### src/pkg/bto_pkg.sv
package bto_pkg;

	// Widths of the buses around the core
	localparam int unsigned PC_W     = 21;
	localparam int unsigned ADDR_W   = 12;
	localparam int unsigned DATA_W   = 8;
	localparam int unsigned BANK_W   = 4;
	localparam int unsigned INSTR_W  = 16;
	localparam int unsigned PHASE_W  = 2;

	// Phase codes within one instruction cycle
	localparam logic [PHASE_W-1:0] PHASE_Q1 = 2'h0;
	localparam logic [PHASE_W-1:0] PHASE_Q2 = 2'h1;
	localparam logic [PHASE_W-1:0] PHASE_Q3 = 2'h2;
	localparam logic [PHASE_W-1:0] PHASE_Q4 = 2'h3;

	// Opcode fields
	localparam logic [3:0] OPC_TOGGLE_HI = 4'h7;   // instr[15:12]
	localparam logic [7:0] OPC_BRANCH_HI = 8'he4;  // instr[15:8]
	localparam int unsigned TOGGLE_BIT_MSB = 11;
	localparam int unsigned TOGGLE_BIT_LSB = 9;
	localparam int unsigned ACCESS_SEL_POS = 8;
	localparam int unsigned OPERAND_MSB    = 7;

	// Access bank layout
	localparam logic [7:0]        INDEXED_LIMIT   = 8'h5f;
	localparam logic [7:0]        ACCESS_SPLIT    = 8'h60;
	localparam logic [BANK_W-1:0] ACCESS_LOW_BANK = 4'h0;
	localparam logic [BANK_W-1:0] ACCESS_HIGH_BANK = 4'hf;

	// Reset values
	localparam logic [PC_W-1:0]   PC_RESET   = 21'h000000;
	localparam logic [ADDR_W-1:0] ADDR_RESET = 12'h000;
	localparam logic [DATA_W-1:0] DATA_RESET = 8'h00;

	// Operation held for the current instruction cycle
	typedef enum logic [1:0] {
		OP_NONE,
		OP_TOGGLE,
		OP_BRANCH,
		OP_FLUSH
	} op_t;

endpackage : bto_pkg

### src/pkg/phase_if.sv
`timescale 1ns/1ns
interface phase_if;
	import bto_pkg::*;

	logic [PHASE_W-1:0] phase;
	logic               cycle_end;

	modport source (output phase, output cycle_end);
	modport sink   (input phase, input cycle_end);

endinterface : phase_if

### src/hw/bit_toggle_and_overflow_branch.sv
// Notes on behaviour
// (RULE1) Bit toggle inverts only the chosen bit 0..7 and writes the byte back.
// (RULE2) Access bit 0 resolves the file address inside the access bank.
// (RULE3) Access bit 1 takes the bank from the data bank selector.
// (RULE4) Access 0, extended set on, address up to 95: indexed literal offset.
// (RULE5) Upper opcode byte 1110 0100 is the overflow branch; low byte is offset.
// (RULE6) Branch taken only when overflow flag is 1, else fall through.
// (RULE7) Taken target is incremented fetch address plus twice the offset.
// (RULE8) Offset is signed -128..127 words, sign-extended before doubling.
// (RULE9) Taken branch adds a second cycle run as a no-operation.
// (RULE10) Branch is one word, one cycle untaken and two cycles taken.
// (RULE11) No status flag changes; toggle reads Q2, processes Q3, writes Q4.
// (RULE12) Untaken branch does no program counter write in Q4.
`timescale 1ns/1ns
module bit_toggle_and_overflow_branch
	import bto_pkg::*;
(
	input  wire logic                clk_sys_i,
	input  wire logic                rst_n_i,
	input  wire logic [INSTR_W-1:0]  instr_i,
	input  wire logic                instr_valid_i,
	input  wire logic                overflow_flag_i,
	input  wire logic [BANK_W-1:0]   data_bank_selector_i,
	input  wire logic                ext_set_en_i,
	input  wire logic [ADDR_W-1:0]   index_base_i,
	input  wire logic [PC_W-1:0]     fetch_pc_i,
	input  wire logic [DATA_W-1:0]   mem_rdata_i,
	output logic      [ADDR_W-1:0]   mem_addr_o,
	output logic                     mem_rd_o,
	output logic                     mem_wr_o,
	output logic      [DATA_W-1:0]   mem_wdata_o,
	output logic                     pc_load_o,
	output logic      [PC_W-1:0]     program_counter_o,
	output logic                     nop_cycle_o,
	output logic                     status_we_o,
	output logic      [PHASE_W-1:0]  phase_o
);

	phase_if ph ();

	phase_sequencer u_phase (
		.clk_sys_i (clk_sys_i),
		.rst_n_i   (rst_n_i),
		.ph        (ph)
	);

	// Resolve an 8-bit file address to a 12-bit data memory address
	function automatic logic [ADDR_W-1:0] resolve_addr(
		input logic [7:0]        f,
		input logic              access_sel,
		input logic [BANK_W-1:0] bank,
		input logic              ext_en,
		input logic [ADDR_W-1:0] base
	);
		logic [ADDR_W-1:0] addr;
		addr = {bank, f};
		if (!access_sel) begin
			// (RULE4) indexed literal offset
			if (ext_en && (f <= INDEXED_LIMIT)) begin
				addr = ADDR_W'(base + {4'h0, f});
			// (RULE2) access bank split
			end else if (f < ACCESS_SPLIT) begin
				addr = {ACCESS_LOW_BANK, f};
			end else begin
				addr = {ACCESS_HIGH_BANK, f};
			end
		end else begin
			// (RULE3) banked via selector
			addr = {bank, f};
		end
		return addr;
	endfunction : resolve_addr

	// Word offset to byte displacement at program counter width
	function automatic logic [PC_W-1:0] word_disp(input logic [7:0] n);
		logic [PC_W-1:0] disp;
		// (RULE8) sign-extend then double
		disp = {{(PC_W-9){n[7]}}, n, 1'b0};
		return disp;
	endfunction : word_disp

	op_t               op;
	op_t               next_op;
	logic [7:0]        operand;
	logic [7:0]        next_operand;
	logic [2:0]        bit_sel;
	logic [2:0]        next_bit_sel;
	logic [DATA_W-1:0] data_byte;
	logic [DATA_W-1:0] next_data_byte;
	logic              taken;
	logic              next_taken;
	logic [ADDR_W-1:0] next_mem_addr;
	logic              next_mem_rd;
	logic              next_mem_wr;
	logic [DATA_W-1:0] next_mem_wdata;
	logic              next_pc_load;
	logic [PC_W-1:0]   next_pc;
	logic              next_nop_cycle;
	logic [PHASE_W-1:0] next_phase_o;

	// Per-phase execution of the captured instruction
	always_comb begin
		next_op        = op;
		next_operand   = operand;
		next_bit_sel   = bit_sel;
		next_data_byte = data_byte;
		next_taken     = taken;
		next_mem_addr  = mem_addr_o;
		next_mem_rd    = 1'b0;
		next_mem_wr    = 1'b0;
		next_mem_wdata = mem_wdata_o;
		next_pc_load   = 1'b0;
		next_pc        = program_counter_o;
		next_nop_cycle = nop_cycle_o;
		// Phase of the coming clock, so phase_o lines up with the registered strobes
		next_phase_o   = ph.phase + 2'h1;
		case (ph.phase)
			PHASE_Q1: begin
				next_op    = OP_NONE;
				next_taken = 1'b0;
				if (nop_cycle_o) begin
					// (RULE9) second cycle ignored
					next_op = OP_FLUSH;
				end else if (instr_valid_i) begin
					next_operand = instr_i[OPERAND_MSB:0];
					next_bit_sel = instr_i[TOGGLE_BIT_MSB:TOGGLE_BIT_LSB];
					// (RULE5) branch opcode match
					if (instr_i[15:8] == OPC_BRANCH_HI) begin
						next_op = OP_BRANCH;
					end else if (instr_i[15:12] == OPC_TOGGLE_HI) begin
						next_op       = OP_TOGGLE;
						next_mem_addr = resolve_addr(instr_i[OPERAND_MSB:0],
							instr_i[ACCESS_SEL_POS], data_bank_selector_i,
							ext_set_en_i, index_base_i);
						// (RULE11) read strobe in Q2
						next_mem_rd   = 1'b1;
					end
				end
			end
			PHASE_Q2: begin
				if (op == OP_TOGGLE) begin
					next_data_byte = mem_rdata_i;
				end
				if (op == OP_BRANCH) begin
					// (RULE6) sample overflow flag
					next_taken = overflow_flag_i;
				end
			end
			PHASE_Q3: begin
				if (op == OP_TOGGLE) begin
					// (RULE1) single bit inverted
					next_mem_wdata = data_byte ^ (8'h01 << bit_sel);
					// (RULE11) write strobe in Q4
					next_mem_wr    = 1'b1;
				end
				// (RULE12) no write when untaken
				if (op == OP_BRANCH && taken) begin
					// (RULE7) incremented pc plus 2n
					next_pc      = PC_W'(fetch_pc_i + word_disp(operand));
					next_pc_load = 1'b1;
				end
			end
			PHASE_Q4: begin
				// (RULE10) taken branch adds one cycle
				next_nop_cycle = (op == OP_BRANCH) && taken;
			end
			default: begin
				next_op = OP_NONE;
			end
		endcase
	end

	// Register stage; every output is a flop
	always_ff @(posedge clk_sys_i or negedge rst_n_i) begin
		if (!rst_n_i) begin
			op                <= OP_NONE;
			operand           <= 8'h00;
			bit_sel           <= 3'h0;
			data_byte         <= DATA_RESET;
			taken             <= 1'b0;
			mem_addr_o        <= ADDR_RESET;
			mem_rd_o          <= 1'b0;
			mem_wr_o          <= 1'b0;
			mem_wdata_o       <= DATA_RESET;
			pc_load_o         <= 1'b0;
			program_counter_o <= PC_RESET;
			nop_cycle_o       <= 1'b0;
			status_we_o       <= 1'b0;
			phase_o           <= PHASE_Q1;
		end else begin
			op                <= next_op;
			operand           <= next_operand;
			bit_sel           <= next_bit_sel;
			data_byte         <= next_data_byte;
			taken             <= next_taken;
			mem_addr_o        <= next_mem_addr;
			mem_rd_o          <= next_mem_rd;
			mem_wr_o          <= next_mem_wr;
			mem_wdata_o       <= next_mem_wdata;
			pc_load_o         <= next_pc_load;
			program_counter_o <= next_pc;
			nop_cycle_o       <= next_nop_cycle;
			// (RULE11) flags never written
			status_we_o       <= 1'b0;
			phase_o           <= next_phase_o;
		end
	end

endmodule : bit_toggle_and_overflow_branch

### src/hw/phase_sequencer.sv
`timescale 1ns/1ns
module phase_sequencer
	import bto_pkg::*;
(
	input  wire logic  clk_sys_i,
	input  wire logic  rst_n_i,
	phase_if.source    ph
);

	logic [PHASE_W-1:0] phase;
	logic [PHASE_W-1:0] next_phase;

	// Free-running Q1..Q4 count, wraps after the fourth phase
	always_comb begin
		next_phase = phase + 2'h1;
	end

	always_ff @(posedge clk_sys_i or negedge rst_n_i) begin
		if (!rst_n_i) begin
			phase <= PHASE_Q1;
		end else begin
			phase <= next_phase;
		end
	end

	// Phase and end-of-cycle mark for the execution logic
	assign ph.phase     = phase;
	assign ph.cycle_end = (phase == PHASE_Q4);

endmodule : phase_sequencer

### config.mk
export PLATFORM = sky130hd
export DESIGN_NAME = bit_toggle_and_overflow_branch
export DESIGN_NICKNAME = d
export VERILOG_FILES = /design/src/pkg/bto_pkg.sv /design/src/pkg/phase_if.sv /design/src/hw/bit_toggle_and_overflow_branch.sv /design/src/hw/phase_sequencer.sv
export SDC_FILE = /design/constraint.sdc
export NUM_CORES = 1
export LEC_CHECK = 0
export BUFFER_PORTS_ARGS = -buffer_cell sky130_fd_sc_hd__buf_2
export CORE_MARGIN = 2
export CORE_UTILIZATION = 57
export DETAILED_ROUTE_END_ITERATION = 16
export GPL_TIMING_DRIVEN = 0
export PLACE_DENSITY = 0.87
export SLEW_MARGIN = 0
export SYNTH_ARGS = -nofsm -noshare
export SYNTH_HDL_FRONTEND = slang
export SYNTH_HIERARCHICAL = 1
export SYNTH_SLANG_ARGS = --single-unit
### constraint.sdc
create_clock -name clk_sys_i -period 6.79 [get_ports clk_sys_i]
set_input_delay 1.358 -clock clk_sys_i [delete_from_list [all_inputs] [get_ports clk_sys_i]]
set_output_delay 1.358 -clock clk_sys_i [all_outputs]
set_load 0.02 [all_outputs]
# [Word-level counts from Yosys, hierarchy flattened]
# Index checks and enable logic that the tools add are counted.
[op_classes] shift=1 addsub=3 muxes=18 eq_ne=8 n_lt_le_gt_ge=2 n_bitwise=3 n_reduce_logical=10
[op_table] op="$mux W12" count=3
[op_table] op="$add A21 B21 Y21" count=1
[op_table] op="$add A12 B8 Y12" count=1
[op_table] op="$mux W1" count=11
[op_table] op="$eq A8 B8 Y1 const B" count=1
[op_table] op="$le A8 B7 Y1 const B" count=1
[op_table] op="$lt A8 B7 Y1 const B" count=1
[op_table] op="$reduce_and A2 Y1" count=4
[op_table] op="$shl A1 B3 Y8 const A" count=1
[op_table] op="$xor A8 B8 Y8" count=1
[op_table] op="$eq A2 B2 Y1 const B" count=3
[op_table] op="$mux W2" count=3
[op_table] op="$reduce_and A5 Y1" count=1
[op_table] op="$eq A2 B1 Y1 const B" count=2
[op_table] op="$eq A4 B3 Y1 const B" count=1
[op_table] op="$reduce_and A3 Y1" count=1
[op_table] op="$add A2 B1 Y2 const B" count=1
[op_table] op="$logic_and A1 B1 Y1" count=2
[op_table] op="$logic_not A2 Y1" count=1
[op_table] op="$ne A2 B2 Y1 const B" count=1
[op_table] op="$not A1 Y1" count=2
[op_table] op="$pmux W1 S2" count=1
[op_table] op="$reduce_bool A2 Y1" count=1
[word_totals] elab_cells=58 out_inout_bits=48 reg_bits=69 inputBits=66

# [Logic depth before layout (Yosys ltp)]
[logic_depth] ltp_word=6 mapped_depth=10 ltp_nobuf=10

# [Cells and area by module]
# Netlist, hierarchy kept.
[by_module_without_submodules] mod="bit_toggle_and_overflow_branch" area_per_inst_um2=4189.0 instances=1 seq_area_each_um2=1726.7 cells_each=442
[by_module_without_submodules] mod="phase_sequencer" area_per_inst_um2=66.3 instances=1 seq_area_each_um2=50.0 cells_each=4

# [Worst setup path after synthesis]
# OpenSTA, ideal clock, no wires.
[synth_timing] path_kind="in2reg" start="in fetch_pc_i[1]" end="reg program_counter_o[17]" stages=9 arrival_ps=3141 t_required_ps=6660 n_path_buf=0 slack_ps=3519 setup_time_ps=130 path_cell_list="ha_1 > fa_1 > a211oi_1 > o21a_1 > a21boi_1 > a41o_1 > o221a_1 > xnor2_1 > o21ai_1"
[synth_between] elab_chain_cells=1
[synth_lines] item="start, declared" line_no="bit_toggle_and_overflow_branch.sv:26" text="input wire logic [PC_W-1:0] fetch_pc_i,"
[synth_lines] item="$add A21 B21 Y21" line_no="bit_toggle_and_overflow_branch.sv:159" text="next_pc = PC_W'(fetch_pc_i + word_disp(operand));"
[synth_lines] item="end signal, assigned" line_no="bit_toggle_and_overflow_branch.sv:201" text="program_counter_o <= next_pc;"
[synth_lines] item="end, declared" line_no="bit_toggle_and_overflow_branch.sv:33" text="output logic [PC_W-1:0] program_counter_o,"
# Every way passes these cells.
# A chain may end at the register's enable or synchronous reset.

# [Worst setup path after layout]
[layout_timing] start="in fetch_pc_i[1]" end="reg program_counter_o[19]"
# Same word-level chain as after synthesis.

==> impl_metrics.py <==
metrics = {
    "detailed_routing": {
        "drc": 0,
        "routedWlPerCell_um": 14.74,
        "drtAntennaViolNets": 0,
        "first_pass_iters": 4,
        "viasPerCell": 5.533,
        "wirelength_um": 9922,
        "vias": 3724,
        "first_iter_violations": 139,
    },
    "clock_tree": {
        "clkSlewWorstSetupHoldPaths_ns": 0.08,
        "post-cts-setup-buffers": 0,
        "cts.sinks": 71,
        "numCtsBuffers": 9,
        "cts-htree-levels": 3,
        "root_buffer": "clkbuf_8",
        "post_cts_resize_count": 0,
        "worstSkewPairLatency_ns": 0.33,
        "cts_buffer_depth": 2,
        "hold_buffers": 0,
        "cts_tree": "built",
    },
    "worst_setup_path": {
        "regToRegSetupSlack_ns": 4.03,
        "crit_path_end_kind": "flop",
        "arrival_ns": 3.61,
        "rr_worst_depth": 8,
        "path_max_fanout": 4,
        "critPathLaunch": "fetch_pc_i[1]",
        "r2r_end": "program_counter_o[19]$_DFFE_PN0P_",
        "start_kind": "input pin",
        "crit_type": "input pin to flop",
        "cp.required_ns": 6.99,
        "r2r_start": "operand[7]$_DFFE_PN0P_",
    },
    "hold_path": {
        "holdPathEnd": "mem_wdata_o[4]$_DFFE_PN0P_",
        "whs_path_depth": 2,
        "min_path_type": "flop to flop",
        "hold_start": "mem_wdata_o[4]$_DFFE_PN0P_",
    },
    "synthesis": {
        "avgSynthCellArea_um2": 9.541,
        "synth.ff_latch_count": 71,
        "async_reset_ff_share_pct": 100.0,
        "synth_common_cells": "dfrtp_1 (71), nand2_1 (67), ha_1 (32)",
        "yosysWarnings": 6,
        "synth_top_area_share_pct": 41.75,
        "synthTopCellsByArea": "dfrtp_1 (42%), ha_1 (9.4%), nand2_1 (5.9%)",
        "seq_area_frac_synth_pct": 41.75,
        "synthesis.nets": 546,
        "synth_edf_count": 0,
        "synth_cell_types": 60,
        "synth_area_leader_cell": "dfrtp_1",
        "synth_cells": 446,
        "synth_area_um2": 4255,
        "yosysMostFrequentCell": "dfrtp_1",
        "synthFlopType": "dfrtp_1",
    },
    "floorplan": {
        "fp.dieW_um": 90.41,
        "core_um2": 7253,
        "initial_core_util_pct": 58.67,
        "die_h_um": 90.41,
        "rows": 31,
        "fp.dieArea_um2": 8173,
        "io-pin-count": 114,
    },
    "layout": {
        "diodes": 0,
        "final_nets": 669,
        "drive_above_1_share_pct": 27.53,
        "syn_to_final_growth_pct": 21.52,
    },
    "timing": {
        "max_freq_ghz": 0.2926,
        "hold_viol": 0,
        "rsz0062_at_grt": "false",
        "slew_violations": 0,
        "holdWs_ns": 0.4765,
        "fin_crit_sh_pct": 50.33,
        "setup_viol": 0,
        "setup_tns_ns": 0,
        "min_period_ns": 3.418,
        "final.setup_skew_ns": 0.008552,
        "maxSlewHeadroom_pct": 41.21,
        "worst_slew_pin_slew_ns": 0.8818,
    },
    "flow_run": {
        "cap_viol_max_count": 0,
    },
    "global_routing": {
        "grt_max_degree": 72,
        "antenna_found_initial": 0,
        "globalRoute.totalOverflow": 0,
        "grt_pass1_wl_um": 16710,
        "grtUsageTotal_pct": 24.91,
        "grt_pass1_vias": 3604,
    },
    "pwr": {
        "leakage_uw": 0.002535,
        "peakVddDrop_v": 0.00009534,
        "powerDensity_nw_per_um2": 222.0,
    },
    "placement": {
        "numPortBuffers": 112,
        "globalplace.congestion": 0.8656,
        "dp_hpwl_um": 7669,
    },
    "status": {
        "status": "finished, final reports clean",
    },
}
-- cell families after synthesis --
kind of cell / Yosys count / share of synthesized area (%)
and+or+nand+nor: 134 / 14.70
AOI/OAI and AO/OA: 121 / 17.82
DFF: 71 / 41.75
adders and majority gates: 34 / 10.35
xor gates and xnor gates: 34 / 6.998
buffers and inverters: 30 / 2.793
muxes: 21 / 5.499
other: 1 / 0.08812
-- per-layer routing --
layer  track usage, %  routed length [um]  up-vias  share of wire [%]
met5                0                   0        -                  0
met4            6.538                  56        0               0.56
met3            3.923                 462        4                4.7
met2            42.98                4967      115                 50
met1            32.86                4436     1771                 45
li1                 -                   -     1834                  -
-- metrics by stage --
stage	std cells	total power [uW]	area, um2	util, %	setup WS (ns)
after global placement	657	754.1	4940	68.10	3.177
final	673	1148	5171	71.30	3.372
after detailed placement	657	765.7	4942	68.14	3.085
after floorplan	446	676.0	4255	-	3.519
after CTS	673	1149	5171	71.30	3.435
after global routing	673	1205	5171	71.30	3.241
-- power by group --
part	internal, uW	switching (uW)
Combinational	124	168
Clock	212	175
Sequential	451	19.1
-- cell type report --
type / count / area, um2
tap: 99 / 123.9
sequential: 71 / 1777
clock inverter: 7 / 105.1
inverter: 14 / 52.55
multi-input combinational: 345 / 2360
clock buffer: 9 / 123.9
buffer: 16 / 66.31
timing repair buffer: 112 / 563.0
fill: 574 / 2082
-- cells in the final DEF (no fill, tap or decap), types with 5 or more instances in the layout --
| cell | synthesis | layout |
|---|---|---|
| nor3_1 | 7 | 7 |
| a211oi_1 | 7 | 7 |
| xnor2_1 | 17 | 17 |
| o21ai_1 | 20 | 20 |
| nand2_1 | 67 | 67 |
| nor2_1 | 22 | 22 |
| a21oi_1 | 27 | 27 |
| ha_1 | 32 | 32 |
| clkbuf_1 | 12 | 12 |
| o21ai_0 | 25 | 25 |
| xor2_1 | 17 | 17 |
| inv_1 | 13 | 13 |
| dfrtp_1 | 71 | 71 |
| clkbuf_8 | 0 | 9 |
| nand3_1 | 5 | 5 |
| a21o_1 | 6 | 6 |
| nor2b_1 | 5 | 5 |
| buf_2 | 2 | 113 |
| mux2_2 | 19 | 19 |
-- registers in the layout (all words and copies together), names as in the netlist --
register,cells
mem_wr_o,1
mem_rd_o,1
pc_load_o,1
taken,1
u_phase/ph.phase,2
data_byte,8
phase_o,2
mem_addr_o,12
mem_wdata_o,8
nop_cycle_o,1
bit_sel,3
operand,8
op,2
program_counter_o,21
-- worst max-delay path by stage --
stage / to
finish: program_counter_o[19]$_DFFE_PN0P_
global route: program_counter_o[19]$_DFFE_PN0P_
CTS: program_counter_o[19]$_DFFE_PN0P_
detailed placement: program_counter_o[19]$_DFFE_PN0P_
global placement: program_counter_o[17]$_DFFE_PN0P_
floorplan: program_counter_o[17]$_DFFE_PN0P_
-- worst max-delay path: stages --
cell	delay, ns
buf_2	0.10
ha_1	0.23
fa_1	0.43
a211oi_1	0.24
o21a_1	0.25
a2111oi_0	0.16
nor2_1	0.25
a21oi_1	0.14
a221oi_1	0.30
o41ai_1	0.14
Note: power is estimated with default switching activity, not from simulation.
